--- config.mk ---
export PLATFORM = sky130hd
export DESIGN_NAME = hbt_framer
export DESIGN_NICKNAME = d
export VERILOG_FILES = /design/src/hdl/hbt_pkg.sv /design/src/hdl/hbt_blink.sv /design/src/hdl/hbt_framer.sv /design/src/hdl/hbt_mem.sv
export VERILOG_INCLUDE_DIRS = /design/src /design/src/hdl
export SDC_FILE = /design/constraint.sdc
export NUM_CORES = 2
export LEC_CHECK = 0
export BUFFER_PORTS_ARGS = -buffer_cell sky130_fd_sc_hd__buf_2
export CAP_MARGIN = 20
export CORE_MARGIN = 2
export CORE_UTILIZATION = 32
export CTS_BUF_LIST = sky130_fd_sc_hd__clkbuf_16
export DETAILED_ROUTE_END_ITERATION = 7
export HOLD_SLACK_MARGIN = 0.05
export SLEW_MARGIN = 20
export SYNTH_ARGS = -nofsm -noshare
export SYNTH_HDL_FRONTEND = slang
export SYNTH_HIERARCHICAL = 1
export SYNTH_SLANG_ARGS = --single-unit
--- constraint.sdc ---
create_clock -name clk_i -period 6.2 [get_ports clk_i]
set_clock_uncertainty 0.1 [all_clocks]
set_input_delay 0.62 -clock clk_i [delete_from_list [all_inputs] [get_ports clk_i]]
set_output_delay 0.62 -clock clk_i [all_outputs]
set_load 0.02 [all_outputs]
--- src/hdl/hbt_defs.svh ---
// Function
// send scanner strings as single or block telegrams, paced by the protocol timeout.
// append pending strings as blocks until timeout expires or maximum length reached.
// blocks that do not fit stay buffered for the following telegram.
// never split one scanner string across two telegrams.
// software sets maximum telegram length above the longest scanner string.
// each block starts with two ASCII decimal digits of its character count.
// a block longer than 99 characters gets length field 00.
// each block ends with the configured separator of up to five characters.
// block telegram enclosed by start and stop characters, blocks in buffer order.
// length counts all block characters; maximum length includes start and stop.
// prefix two-digit device number and address separator; 00 hex omits separator.
// blink host-data indicator while transmitting to host in network mode.
// blink network-receive indicator while scanner data is being received.
// ready indicator lit after passed self-test in network mode, off otherwise.
`ifndef HBT_DEFS_SVH
`define HBT_DEFS_SVH

`define HBT_IDX_CTRL 3'h0
`define HBT_IDX_MAXLEN 3'h1
`define HBT_IDX_CHARS 3'h2
`define HBT_IDX_SEPA 3'h3
`define HBT_IDX_SEPB 3'h4
`define HBT_IDX_TMO 3'h5
`define HBT_IDX_STAT 3'h6

`define HBT_CTRL_NET 0
`define HBT_CTRL_BLK 1
`define HBT_SEPB_CNT_LSB 8
`define HBT_ST_USED_LSB 8
`define HBT_ST_BUSY 24
`define HBT_ST_READY 25

`define HBT_RST_MAXLEN 9'h064
`define HBT_RST_START 8'h02
`define HBT_RST_STOP 8'h03
`define HBT_RST_ASEP 8'h7d
`define HBT_RST_SEP 40'h000000000d
`define HBT_RST_SEPCNT 3'h1
`define HBT_RST_TMO 16'h0100

`define HBT_SEP_MAX 3'h5
`define HBT_ASCII0 8'h30
`define HBT_TEN 9'h00a
`define HBT_LEN_MAX2 9'h063
`define HBT_FRAME_LEN 9'h002
`define HBT_HDR_BASE 9'h004

`define HBT_CLK_KHZ 250000
`define HBT_BLINK_MS 50
`define HBT_HOLD_MS 100

`endif

--- src/hdl/hbt_pkg.sv ---
`include "hbt_defs.svh"
package hbt_pkg;

  typedef struct packed {
    logic net_mode;
    logic blk_mode;
    logic [8:0] max_len;
    logic [7:0] start_ch;
    logic [7:0] stop_ch;
    logic [7:0] asep_ch;
    logic [39:0] sep_chs;
    logic [2:0] sep_cnt;
    logic [15:0] tmo;
  } hbt_cfg_t;

  typedef struct packed {
    logic [5:0] addr;
    logic [7:0] len;
  } hbt_desc_t;

  typedef enum logic [10:0] {
    HBT_IDLE = 11'h001,
    HBT_START = 11'h002,
    HBT_LEN1 = 11'h004,
    HBT_LEN0 = 11'h008,
    HBT_ADR1 = 11'h010,
    HBT_ADR0 = 11'h020,
    HBT_ASEP = 11'h040,
    HBT_DATA = 11'h080,
    HBT_BSEP = 11'h100,
    HBT_CHK = 11'h200,
    HBT_STOP = 11'h400
  } hbt_state_t;

endpackage

--- src/hdl/hbt_blink.sv ---
`timescale 1ns/100ps
`default_nettype none
module hbt_blink #(
  parameter int HALF_CYC = 12500000,
  parameter int HOLD_CYC = 25000000
) (
  input wire logic clk_i,
  input wire logic nrst_i,
  input wire logic act_i,
  output logic led_o
);
  logic [31:0] hold_ff, nxt_hold;
  logic [31:0] div_ff, nxt_div;
  logic phase_ff, nxt_phase;
  logic led_ff, nxt_led;

  if (HALF_CYC < 1 || HOLD_CYC < 1) begin : g_bad
    $error("hbt_blink: counts must be positive");
  end

  // retriggerable hold window, led toggles inside it
  always_comb begin
    nxt_hold = (hold_ff != 32'h0) ? hold_ff - 32'h1 : 32'h0;
    nxt_div = div_ff;
    nxt_phase = phase_ff;
    if (act_i) begin
      nxt_hold = 32'(HOLD_CYC);
    end
    if (nxt_hold == 32'h0) begin
      nxt_div = 32'h0;
      nxt_phase = 1'b1;
    end else if (div_ff >= 32'(HALF_CYC - 1)) begin
      nxt_div = 32'h0;
      nxt_phase = !phase_ff;
    end else begin
      nxt_div = div_ff + 32'h1;
    end
    nxt_led = (nxt_hold != 32'h0) && nxt_phase; // see R12
  end

  always_ff @(posedge clk_i or negedge nrst_i) begin
    if (!nrst_i) begin
      hold_ff <= 32'h0;
      div_ff <= 32'h0;
      phase_ff <= 1'b1;
      led_ff <= 1'b0;
    end else begin
      hold_ff <= nxt_hold;
      div_ff <= nxt_div;
      phase_ff <= nxt_phase;
      led_ff <= nxt_led;
    end
  end

  assign led_o = led_ff;
endmodule // hbt_blink
`default_nettype wire

--- src/hdl/hbt_framer.sv ---
// The Wishbone interface to the registers and the register addresses were left to the implementer.
`timescale 1ns/100ps
`default_nettype none
`include "hbt_defs.svh"
module hbt_framer import hbt_pkg::*; #(
  parameter int MEM_AW = 8,
  parameter int DESC_AW = 3,
  parameter int BLINK_CYC = `HBT_BLINK_MS * `HBT_CLK_KHZ,
  parameter int HOLD_CYC = `HBT_HOLD_MS * `HBT_CLK_KHZ
) (
  input wire logic clk_i,
  input wire logic nrst_i,
  input wire logic wb_cyc_i,
  input wire logic wb_stb_i,
  input wire logic wb_we_i,
  input wire logic [7:0] wb_adr_i,
  input wire logic [3:0] wb_sel_i,
  input wire logic [31:0] wb_dat_i,
  output logic [31:0] wb_dat_o,
  output logic wb_ack_o,
  input wire logic in_valid_i,
  input wire logic [7:0] in_data_i,
  input wire logic in_last_i,
  input wire logic [5:0] in_addr_i,
  output logic in_ready_o,
  output logic tx_valid_o,
  output logic [7:0] tx_data_o,
  input wire logic tx_ready_i,
  input wire logic selftest_done_i,
  input wire logic selftest_ok_i,
  output logic led_data_o,
  output logic led_rx_o,
  output logic led_ready_o
);
  localparam int DEPTH = 2 ** MEM_AW;
  localparam int DDEPTH = 2 ** DESC_AW;

  if (MEM_AW < 4 || MEM_AW > 16 || DESC_AW < 1 || DESC_AW > 6) begin : g_bad
    $error("hbt_framer: unsupported buffer size");
  end

  function automatic logic [31:0] merge(input logic [31:0] old, input logic [31:0] wd,
                                        input logic [3:0] sel);
    logic [31:0] r;
    r = old;
    for (int i = 0; i < 4; i++) begin
      if (sel[i]) begin
        r[i*8 +: 8] = wd[i*8 +: 8];
      end
    end
    return r;
  endfunction

  function automatic logic [7:0] digit(input logic [8:0] v, input logic tens);
    logic [8:0] d;
    d = tens ? (v / `HBT_TEN) : (v % `HBT_TEN);
    return `HBT_ASCII0 + d[7:0];
  endfunction

  hbt_cfg_t cfg_ff, nxt_cfg;
  logic ack_ff, nxt_ack;
  logic [31:0] rdat_ff, nxt_rdat;
  hbt_desc_t desc_ff [DDEPTH];
  hbt_desc_t nxt_desc [DDEPTH];
  logic [MEM_AW:0] wrp_ff, nxt_wrp, rdp_ff, nxt_rdp;
  logic [DESC_AW:0] dw_ff, nxt_dw, dr_ff, nxt_dr;
  logic [7:0] cur_len_ff, nxt_cur_len;
  logic in_rdy_ff, nxt_in_rdy;
  hbt_state_t st_ff, nxt_st;
  logic [7:0] rem_ff, nxt_rem;
  logic [2:0] sidx_ff, nxt_sidx;
  logic [8:0] tlen_ff, nxt_tlen;
  logic [15:0] timer_ff, nxt_timer;
  logic pend_ff, nxt_pend;
  logic txv_ff, nxt_txv;
  logic [7:0] txd_ff, nxt_txd;
  logic st_ok_ff, nxt_st_ok;
  logic rdy_led_ff, nxt_rdy_led;

  logic wb_go, wr_go, accept, pop, mem_re, can_load;
  logic [7:0] mem_rd;
  logic [31:0] w;
  logic [DESC_AW:0] dcnt;
  logic [MEM_AW:0] used;
  hbt_desc_t hd;
  logic [8:0] hd_blen;

  assign dcnt = dw_ff - dr_ff;
  assign used = wrp_ff - rdp_ff;
  assign hd = desc_ff[dr_ff[DESC_AW-1:0]];
  // every character of the block counts //
  assign hd_blen = `HBT_HDR_BASE + {8'h0, cfg_ff.asep_ch != 8'h0} + {1'b0, hd.len}
                   + {6'h0, cfg_ff.sep_cnt};
  assign can_load = !txv_ff || tx_ready_i;
  assign accept = in_valid_i && in_rdy_ff;

  // register bus: ack one cycle after request, write lands at the ack edge
  always_comb begin
    wb_go = wb_cyc_i && wb_stb_i;
    wr_go = wb_go && ack_ff && wb_we_i && (wb_adr_i[7:5] == 3'h0);
    nxt_ack = wb_go && !ack_ff;
    nxt_cfg = cfg_ff;
    nxt_rdat = rdat_ff;
    w = 32'h0;
    if (wr_go) begin
      unique case (wb_adr_i[4:2])
        `HBT_IDX_CTRL: begin
          w = merge({30'h0, cfg_ff.blk_mode, cfg_ff.net_mode}, wb_dat_i, wb_sel_i);
          nxt_cfg.net_mode = w[`HBT_CTRL_NET];
          nxt_cfg.blk_mode = w[`HBT_CTRL_BLK];
        end
        `HBT_IDX_MAXLEN: begin
          w = merge({23'h0, cfg_ff.max_len}, wb_dat_i, wb_sel_i);
          nxt_cfg.max_len = w[8:0];
        end
        `HBT_IDX_CHARS: begin
          w = merge({8'h0, cfg_ff.asep_ch, cfg_ff.stop_ch, cfg_ff.start_ch}, wb_dat_i,
                    wb_sel_i);
          nxt_cfg.start_ch = w[7:0];
          nxt_cfg.stop_ch = w[15:8];
          nxt_cfg.asep_ch = w[23:16];
        end
        `HBT_IDX_SEPA: begin
          w = merge(cfg_ff.sep_chs[31:0], wb_dat_i, wb_sel_i);
          nxt_cfg.sep_chs[31:0] = w;
        end
        `HBT_IDX_SEPB: begin
          w = merge({21'h0, cfg_ff.sep_cnt, cfg_ff.sep_chs[39:32]}, wb_dat_i, wb_sel_i);
          nxt_cfg.sep_chs[39:32] = w[7:0];
          // separator length clamps at five //
          nxt_cfg.sep_cnt = (w[10:8] > `HBT_SEP_MAX) ? `HBT_SEP_MAX : w[10:8];
        end
        `HBT_IDX_TMO: begin
          w = merge({16'h0, cfg_ff.tmo}, wb_dat_i, wb_sel_i);
          nxt_cfg.tmo = w[15:0];
        end
        default: begin
        end
      endcase
    end
    if (nxt_ack) begin
      nxt_rdat = 32'h0;
      if (wb_adr_i[7:5] == 3'h0) begin
        unique case (wb_adr_i[4:2])
          `HBT_IDX_CTRL: nxt_rdat = {30'h0, cfg_ff.blk_mode, cfg_ff.net_mode};
          `HBT_IDX_MAXLEN: nxt_rdat = {23'h0, cfg_ff.max_len};
          `HBT_IDX_CHARS: nxt_rdat = {8'h0, cfg_ff.asep_ch, cfg_ff.stop_ch, cfg_ff.start_ch};
          `HBT_IDX_SEPA: nxt_rdat = cfg_ff.sep_chs[31:0];
          `HBT_IDX_SEPB: nxt_rdat = {21'h0, cfg_ff.sep_cnt, cfg_ff.sep_chs[39:32]};
          `HBT_IDX_TMO: nxt_rdat = {16'h0, cfg_ff.tmo};
          `HBT_IDX_STAT: begin
            nxt_rdat = 32'(dcnt) | (32'(used) << `HBT_ST_USED_LSB);
            nxt_rdat[`HBT_ST_BUSY] = (st_ff != HBT_IDLE);
            nxt_rdat[`HBT_ST_READY] = rdy_led_ff;
          end
          default: nxt_rdat = 32'h0;
        endcase
      end
    end
  end

  always_ff @(posedge clk_i or negedge nrst_i) begin
    if (!nrst_i) begin
      ack_ff <= 1'b0;
      rdat_ff <= 32'h0;
      cfg_ff.net_mode <= 1'b0;
      cfg_ff.blk_mode <= 1'b0;
      cfg_ff.max_len <= `HBT_RST_MAXLEN;
      cfg_ff.start_ch <= `HBT_RST_START;
      cfg_ff.stop_ch <= `HBT_RST_STOP;
      cfg_ff.asep_ch <= `HBT_RST_ASEP;
      cfg_ff.sep_chs <= `HBT_RST_SEP;
      cfg_ff.sep_cnt <= `HBT_RST_SEPCNT;
      cfg_ff.tmo <= `HBT_RST_TMO;
    end else begin
      ack_ff <= nxt_ack;
      rdat_ff <= nxt_rdat;
      cfg_ff <= nxt_cfg;
    end
  end

  // collect strings; descriptor pushed with the last byte
  always_comb begin
    nxt_wrp = wrp_ff;
    nxt_dw = dw_ff;
    nxt_cur_len = cur_len_ff;
    nxt_desc = desc_ff;
    if (accept) begin
      nxt_wrp = wrp_ff + (MEM_AW+1)'(1);
      nxt_cur_len = in_last_i ? 8'h0 : cur_len_ff + 8'h1;
      if (in_last_i) begin
        nxt_desc[dw_ff[DESC_AW-1:0]] = '{addr: in_addr_i, len: cur_len_ff + 8'h1};
        nxt_dw = dw_ff + (DESC_AW+1)'(1);
      end
    end
    nxt_dr = pop ? dr_ff + (DESC_AW+1)'(1) : dr_ff;
    nxt_rdp = mem_re ? rdp_ff + (MEM_AW+1)'(1) : rdp_ff;
    nxt_in_rdy = ((nxt_wrp - nxt_rdp) < (MEM_AW+1)'(DEPTH - 2))
                 && ((nxt_dw - nxt_dr) < (DESC_AW+1)'(DDEPTH - 1));
  end

  always_ff @(posedge clk_i or negedge nrst_i) begin
    if (!nrst_i) begin
      wrp_ff <= '0;
      rdp_ff <= '0;
      dw_ff <= '0;
      dr_ff <= '0;
      cur_len_ff <= 8'h0;
      in_rdy_ff <= 1'b0;
      for (int i = 0; i < DDEPTH; i++) begin
        desc_ff[i] <= '0;
      end
    end else begin
      wrp_ff <= nxt_wrp;
      rdp_ff <= nxt_rdp;
      dw_ff <= nxt_dw;
      dr_ff <= nxt_dr;
      cur_len_ff <= nxt_cur_len;
      in_rdy_ff <= nxt_in_rdy;
      desc_ff <= nxt_desc;
    end
  end

  hbt_mem #(.DW(8), .AW(MEM_AW)) u_mem (
    .clk_i(clk_i),
    .nrst_i(nrst_i),
    .we_i(accept),
    .waddr_i(wrp_ff[MEM_AW-1:0]),
    .wdata_i(in_data_i),
    .re_i(mem_re),
    .raddr_i(rdp_ff[MEM_AW-1:0]),
    .rdata_o(mem_rd)
  );

  // telegram sequencer, one character per load
  always_comb begin
    nxt_st = st_ff;
    nxt_rem = rem_ff;
    nxt_sidx = sidx_ff;
    nxt_tlen = tlen_ff;
    nxt_pend = pend_ff;
    nxt_txv = txv_ff && !tx_ready_i;
    nxt_txd = txd_ff;
    nxt_timer = (timer_ff != 16'h0) ? timer_ff - 16'h1 : 16'h0;
    mem_re = 1'b0;
    pop = 1'b0;
    unique case (st_ff)
      HBT_IDLE: begin
        // next telegram only once the protocol timeout ran out //
        if (cfg_ff.net_mode && dcnt != '0 && timer_ff == 16'h0) begin
          nxt_timer = cfg_ff.tmo;
          nxt_tlen = `HBT_FRAME_LEN + (cfg_ff.blk_mode ? hd_blen : 9'h0);
          nxt_st = HBT_START;
        end
      end
      HBT_START: if (can_load) begin
        nxt_txv = 1'b1;
        nxt_txd = cfg_ff.start_ch;
        nxt_st = cfg_ff.blk_mode ? HBT_LEN1 : HBT_ADR1;
      end
      HBT_LEN1: if (can_load) begin
        nxt_txv = 1'b1;
        nxt_txd = (hd_blen > `HBT_LEN_MAX2) ? `HBT_ASCII0 : digit(hd_blen, 1'b1); // see R6
        nxt_st = HBT_LEN0;
      end
      HBT_LEN0: if (can_load) begin
        nxt_txv = 1'b1;
        nxt_txd = (hd_blen > `HBT_LEN_MAX2) ? `HBT_ASCII0 : digit(hd_blen, 1'b0); // see R6
        nxt_st = HBT_ADR1;
      end
      HBT_ADR1: if (can_load) begin
        nxt_txv = 1'b1;
        nxt_txd = digit({3'h0, hd.addr}, 1'b1);
        nxt_st = HBT_ADR0;
      end
      HBT_ADR0: if (can_load) begin
        nxt_txv = 1'b1;
        nxt_txd = digit({3'h0, hd.addr}, 1'b0);
        nxt_rem = hd.len;
        nxt_st = (cfg_ff.asep_ch != 8'h0) ? HBT_ASEP : HBT_DATA;
      end
      HBT_ASEP: if (can_load) begin
        nxt_txv = 1'b1;
        nxt_txd = cfg_ff.asep_ch;
        nxt_st = HBT_DATA;
      end
      HBT_DATA: begin
        if (!pend_ff) begin
          mem_re = 1'b1;
          nxt_pend = 1'b1;
        end else if (can_load) begin
          nxt_txv = 1'b1;
          nxt_txd = mem_rd;
          nxt_pend = 1'b0;
          nxt_rem = rem_ff - 8'h1;
          if (rem_ff == 8'h1) begin
            // string fully sent before its descriptor is released //
            pop = 1'b1;
            nxt_sidx = 3'h0;
            if (!cfg_ff.blk_mode) begin
              nxt_st = HBT_STOP;
            end else begin
              nxt_st = (cfg_ff.sep_cnt != 3'h0) ? HBT_BSEP : HBT_CHK;
            end
          end
        end
      end
      HBT_BSEP: if (can_load) begin
        nxt_txv = 1'b1;
        nxt_txd = cfg_ff.sep_chs[{sidx_ff, 3'h0} +: 8];
        nxt_sidx = sidx_ff + 3'h1;
        if (sidx_ff == cfg_ff.sep_cnt - 3'h1) begin
          nxt_st = HBT_CHK;
        end
      end
      HBT_CHK: begin
        // append while time remains and the block fits, else keep it // see R2
        // sum one bit wider so a long block cannot wrap into a false fit
        if (dcnt != '0 && timer_ff != 16'h0
            && ({1'b0, tlen_ff} + {1'b0, hd_blen}) <= {1'b0, cfg_ff.max_len}) begin
          nxt_tlen = tlen_ff + hd_blen;
          nxt_st = HBT_LEN1;
        end else begin
          nxt_st = HBT_STOP;
        end
      end
      HBT_STOP: if (can_load) begin
        nxt_txv = 1'b1;
        nxt_txd = cfg_ff.stop_ch;
        nxt_st = HBT_IDLE;
      end
      default: nxt_st = HBT_IDLE;
    endcase
    nxt_st_ok = st_ok_ff || (selftest_done_i && selftest_ok_i);
    nxt_rdy_led = nxt_st_ok && nxt_cfg.net_mode;
  end

  always_ff @(posedge clk_i or negedge nrst_i) begin
    if (!nrst_i) begin
      st_ff <= HBT_IDLE;
      rem_ff <= 8'h0;
      sidx_ff <= 3'h0;
      tlen_ff <= 9'h0;
      timer_ff <= 16'h0;
      pend_ff <= 1'b0;
      txv_ff <= 1'b0;
      txd_ff <= 8'h0;
      st_ok_ff <= 1'b0;
      rdy_led_ff <= 1'b0;
    end else begin
      st_ff <= nxt_st;
      rem_ff <= nxt_rem;
      sidx_ff <= nxt_sidx;
      tlen_ff <= nxt_tlen;
      timer_ff <= nxt_timer;
      pend_ff <= nxt_pend;
      txv_ff <= nxt_txv;
      txd_ff <= nxt_txd;
      st_ok_ff <= nxt_st_ok;
      rdy_led_ff <= nxt_rdy_led;
    end
  end

  hbt_blink #(.HALF_CYC(BLINK_CYC), .HOLD_CYC(HOLD_CYC)) u_led_data (
    .clk_i(clk_i),
    .nrst_i(nrst_i),
    .act_i(txv_ff && tx_ready_i && cfg_ff.net_mode),
    .led_o(led_data_o)
  );

  hbt_blink #(.HALF_CYC(BLINK_CYC), .HOLD_CYC(HOLD_CYC)) u_led_rx (
    .clk_i(clk_i),
    .nrst_i(nrst_i),
    .act_i(accept),
    .led_o(led_rx_o)
  );

  assign wb_ack_o = ack_ff;
  assign wb_dat_o = rdat_ff;
  assign in_ready_o = in_rdy_ff;
  assign tx_valid_o = txv_ff;
  assign tx_data_o = txd_ff;
  assign led_ready_o = rdy_led_ff;
endmodule // hbt_framer
`default_nettype wire

--- src/hdl/hbt_mem.sv ---
`timescale 1ns/100ps
`default_nettype none
module hbt_mem #(
  parameter int DW = 8,
  parameter int AW = 8
) (
  input wire logic clk_i,
  input wire logic nrst_i,
  input wire logic we_i,
  input wire logic [AW-1:0] waddr_i,
  input wire logic [DW-1:0] wdata_i,
  input wire logic re_i,
  input wire logic [AW-1:0] raddr_i,
  output logic [DW-1:0] rdata_o
);
  logic [DW-1:0] mem_ff [2**AW];
  logic [DW-1:0] rdata_ff;

  if (AW < 2 || DW < 1) begin : g_bad
    $error("hbt_mem: unsupported size");
  end

  always_ff @(posedge clk_i) begin
    if (we_i) begin
      mem_ff[waddr_i] <= wdata_i;
    end
  end

  always_ff @(posedge clk_i or negedge nrst_i) begin
    if (!nrst_i) begin
      rdata_ff <= '0;
    end else if (re_i) begin
      rdata_ff <= mem_ff[raddr_i];
    end
  end

  assign rdata_o = rdata_ff;
endmodule // hbt_mem
`default_nettype wire

==> impl_metrics.env <==
export IMPL_run_status="complete, no violations"
export IMPL_std_cell_core_area_mm2=0.333
export IMPL_cts_root_buffer_cell="sky130_fd_sc_hd__clkbuf_16"
export IMPL_die_area_mm2=0.339
export IMPL_path_clk_slew_ps=60
export IMPL_slew_limit_headroom_pct=19.6
export IMPL_clock_tree_htree_level_count=5
export IMPL_yosys_most_used_dff="sky130_fd_sc_hd__edfxtp_1"
export IMPL_worst_case_setup_slack_after_placement_ps=-43.5
export IMPL_synth_top_cells_by_count="sky130_fd_sc_hd__edfxtp_1 (2048), sky130_fd_sc_hd__nor2_1 (485), sky130_fd_sc_hd__mux4_2 (481)"
export IMPL_synth_yosys_warnings=6
export IMPL_busiest_layer="met2"
export IMPL_worst_ep_arrival_time_ps=6560
export IMPL_timing_critical_path_required_ps=6820
export IMPL_gr_usage_met1_pct=23.9
export IMPL_place_hpwl_um=187000
export IMPL_overflow=0
export IMPL_vias_post_dr=62600
export IMPL_reg2reg_slack_ps=260
export IMPL_insertion_delay_of_the_later_clocked_pin_in_the_worst_skew_pair_ps=870
export IMPL_wirelength_um=294000
export IMPL_grt_pass1_wl_um=427000
export IMPL_areaGrowthSynthToFinish_pct=14.0
export IMPL_distinct_cells_synth=127
export IMPL_clock_fmax_ghz=0.168
export IMPL_initial_utilization_pct=32.1
export IMPL_number_of_buffer_and_inverter_instances_along_the_worst_setup_path=4
export IMPL_critical_path_top_delay_family="compound AO/OA/AOI/OAI gates"
export IMPL_critical_path_max_fanout=7
export IMPL_cts_inserted_buffers=269
export IMPL_grt_max_degree=222
export IMPL_worst_setup_path_start_kind="flip-flop"
export IMPL_synth_top_area_share_pct=57.6
export IMPL_nets=6915
export IMPL_pins_over_their_slew_limit=0
export IMPL_timing_max_cap_violations=0
export IMPL_hp_class="in -> reg"
export IMPL_postRouteAntennaNets=0
export IMPL_design_power_total_w=0.0348
export IMPL_fin_setup_tns_ps=0
export IMPL_ir_worst_vdd_mv=0.213
export IMPL_worst_path_max_delay_cell="sky130_fd_sc_hd__or4_4"
export IMPL_ios=114
export IMPL_hold_viol=0
export IMPL_final_min_clock_period_ps=5940
export IMPL_clock_path_buffers=4
export IMPL_grt_pass1_vias=61600
export IMPL_timing_final_setup_violations=0
export IMPL_synth_area_leaders="sky130_fd_sc_hd__edfxtp_1 (58%), sky130_fd_sc_hd__dfrtp_1 (11%), sky130_fd_sc_hd__mux4_2 (10%)"
export IMPL_mappedNetlistArea_mm2=0.107
export IMPL_end_kind="flip-flop"
export IMPL_synth_area_leader_cell="sky130_fd_sc_hd__edfxtp_1"
export IMPL_number_of_detailed_route_iterations_in_the_first_pass=6
export IMPL_syn_instance_count=6480
export IMPL_syn_avg_cell_area_um2=16.5
export IMPL_cts_sinks=2521
export IMPL_worst_path_setup_slack_after_routing_ps=257
export IMPL_remaining_drc_errors=0
export IMPL_chipHeight_um=582
export IMPL_setup_cp_type="reg -> reg"
export IMPL_filler_cell_count=30700
export IMPL_slowest_delay_ps=520
export IMPL_fp_dieW_um=582
export IMPL_tritoncts="yes"
export IMPL_grt_util_met3_pct=3.24
export IMPL_grt_usage_pct=16.8
export IMPL_ys_seq_elements=2521
export IMPL_final_min_period_over_clock_period_pct=95.9
export IMPL_io_buffer_count=111
export IMPL_p_leak_nw=40.4
export IMPL_seq_area_frac_synth_pct=68.7
export IMPL_drt_initial_drc_count=7643
export IMPL_grtUsageMet2_pct=26.4
export IMPL_synthMostInstantiatedCell="sky130_fd_sc_hd__edfxtp_1"
export IMPL_wl_per_cell_um=25.9
export IMPL_placement_rows=212
export IMPL_layout_drive_gt1_share_pct=21.6
export IMPL_power_per_cell_area_mw_per_mm2=286
export IMPL_weighted_congestion_at_the_end_of_routability_driven_global_placement=0.897
export IMPL_synth_edff_count=2048
export IMPL_via_per_inst=5.51
export IMPL_postSynth_asyncResetShare_pct=18.8
export IMPL_timing_worst_slew_pin_value_ps=1190
export IMPL_utilization_pct=36.6
export IMPL_grt_antenna_before_repair=11
==> timing repair <==
action | 4_1_cts | 5_1_grt
gates resized for setup | 2 | 25
endpoints found under the hold margin | 209 | 0
endpoints found under the setup margin | 1 | 14
hold buffers | 36 | 0
pin swaps | 0 | 13
buffers inserted | 2 | 16
==> power breakdown <==
group | internal [W] | total, W | switching, W
combinational | 0.000287 | 0.000981 | 0.000694
sequential | 0.0185 | 0.0186 | 0.000161
clock | 0.00858 | 0.0152 | 0.00661
==> cell families (layout without fill, tap and decap cells) <==
group | count (synthesis) | in the layout | share of synthesized area, %
flops | 2521 | 2521 | 68.7
simple gates | 1429 | 1429 | 6.38
compound gates | 903 | 903 | 5.88
mux | 891 | 891 | 14.3
buf+inv | 475 | 950 | 2.37
xor+xnor | 180 | 180 | 1.48
fa+ha+maj | 79 | 79 | 0.970
other cells | 2 | 18 | 0.00703
==> final timing paths <==
kind / startpoint / end / cells past startpoint
setup reg to reg: dr_ff[0] / tx_data_o[5] / 27
max in group asynchronous: nrst_i / cfg_ff[15] / 3
min in group asynchronous: nrst_i / u_led_data/hold_ff[0] / 2
setup / recovery: dr_ff[0] / tx_data_o[5] / 27
hold / removal: wb_dat_i[5] / cfg_ff[80] / 2
hold reg to reg: wb_dat_o[21] / wb_dat_o[21] / 2
==> cells in the final DEF (no fill, tap or decap), types with 20 or more instances in the layout <==
cell type,instances
sky130_fd_sc_hd__o31ai_1,20
sky130_fd_sc_hd__nand2_1,344
sky130_fd_sc_hd__a21oi_1,188
sky130_fd_sc_hd__dlygate4sd3_1,36
sky130_fd_sc_hd__clkinv_2,37
sky130_fd_sc_hd__mux4_2,481
sky130_fd_sc_hd__a31oi_1,20
sky130_fd_sc_hd__clkbuf_16,277
sky130_fd_sc_hd__o22ai_1,87
sky130_fd_sc_hd__xor2_1,62
sky130_fd_sc_hd__mux2i_1,216
sky130_fd_sc_hd__a22o_1,34
sky130_fd_sc_hd__inv_1,164
sky130_fd_sc_hd__nand4_1,55
sky130_fd_sc_hd__buf_12,25
sky130_fd_sc_hd__nor3_1,88
sky130_fd_sc_hd__a21o_1,39
sky130_fd_sc_hd__xnor2_1,116
sky130_fd_sc_hd__buf_4,191
sky130_fd_sc_hd__nand3_1,120
sky130_fd_sc_hd__nor4_1,56
sky130_fd_sc_hd__nor2b_1,41
sky130_fd_sc_hd__dfrtp_1,445
sky130_fd_sc_hd__dfstp_2,20
sky130_fd_sc_hd__and3_1,26
sky130_fd_sc_hd__a211oi_1,32
sky130_fd_sc_hd__or3_1,40
sky130_fd_sc_hd__buf_2,102
sky130_fd_sc_hd__mux2_2,180
sky130_fd_sc_hd__a22oi_1,72
sky130_fd_sc_hd__clkinv_1,60
sky130_fd_sc_hd__a221oi_1,20
sky130_fd_sc_hd__or4_1,22
sky130_fd_sc_hd__o21ai_0,148
sky130_fd_sc_hd__edfxtp_1,2048
sky130_fd_sc_hd__nor2_1,482
sky130_fd_sc_hd__ha_1,67
sky130_fd_sc_hd__nand2b_1,33
sky130_fd_sc_hd__o221ai_1,45
==> layout make-up <==
type / count / area, µm² / area share [%]
sequential: 2521 / 73400 / 60.2
multi-input combinational: 3498 / 31300 / 25.7
clock buffer: 277 / 6930 / 5.69
tap: 4387 / 5490 / 4.51
timing repair buffer: 367 / 3010 / 2.47
clock inverter: 193 / 1290 / 1.06
inverter: 113 / 425 / 0.349
antenna: 2 / 5.00 / 0.00411
==> through the flow <==
step	hold WS [ps]	instance area [µm²]	std cells
after CTS	52.1	121000	11300
after detailed placement	369	113000	10800
after floorplan	224	107000	6494
after global placement	347	113000	10800
final	105	122000	11400
after global routing	66.1	122000	11400
==> worst reg2reg max path, delay by kind of cell, from the launching register on <==
kind / cells / cell delay, ps
flip-flops: 1 / 450
AND/OR/NAND/NOR: 4 / 1020
XOR/XNOR: 2 / 400
multiplexers: 1 / 150
buffers and inverters: 4 / 450
AO/OA/AOI/OAI: 12 / 2360
adder cells (fa/ha/maj): 4 / 900
==> routing by layer <==
metal / routed length, µm / vias up
met2: 135000 / 3069
li1: - / 26200
met5: 13 / -
met1: 123000 / 32800
met4: 8580 / 2
met3: 27100 / 537
==> state kept, by name, indices dropped and copies added, names as in the netlist, 32 cells and up <==
signal              flops
u_led_rx/hold_ff       32
u_led_rx/div_ff        32
wb_dat_o               32
u_led_data/div_ff      32
desc_ff               112
cfg_ff                 94
u_led_data/hold_ff     32
u_mem/mem_ff         2048
Power figures use the tool's default switching activity.
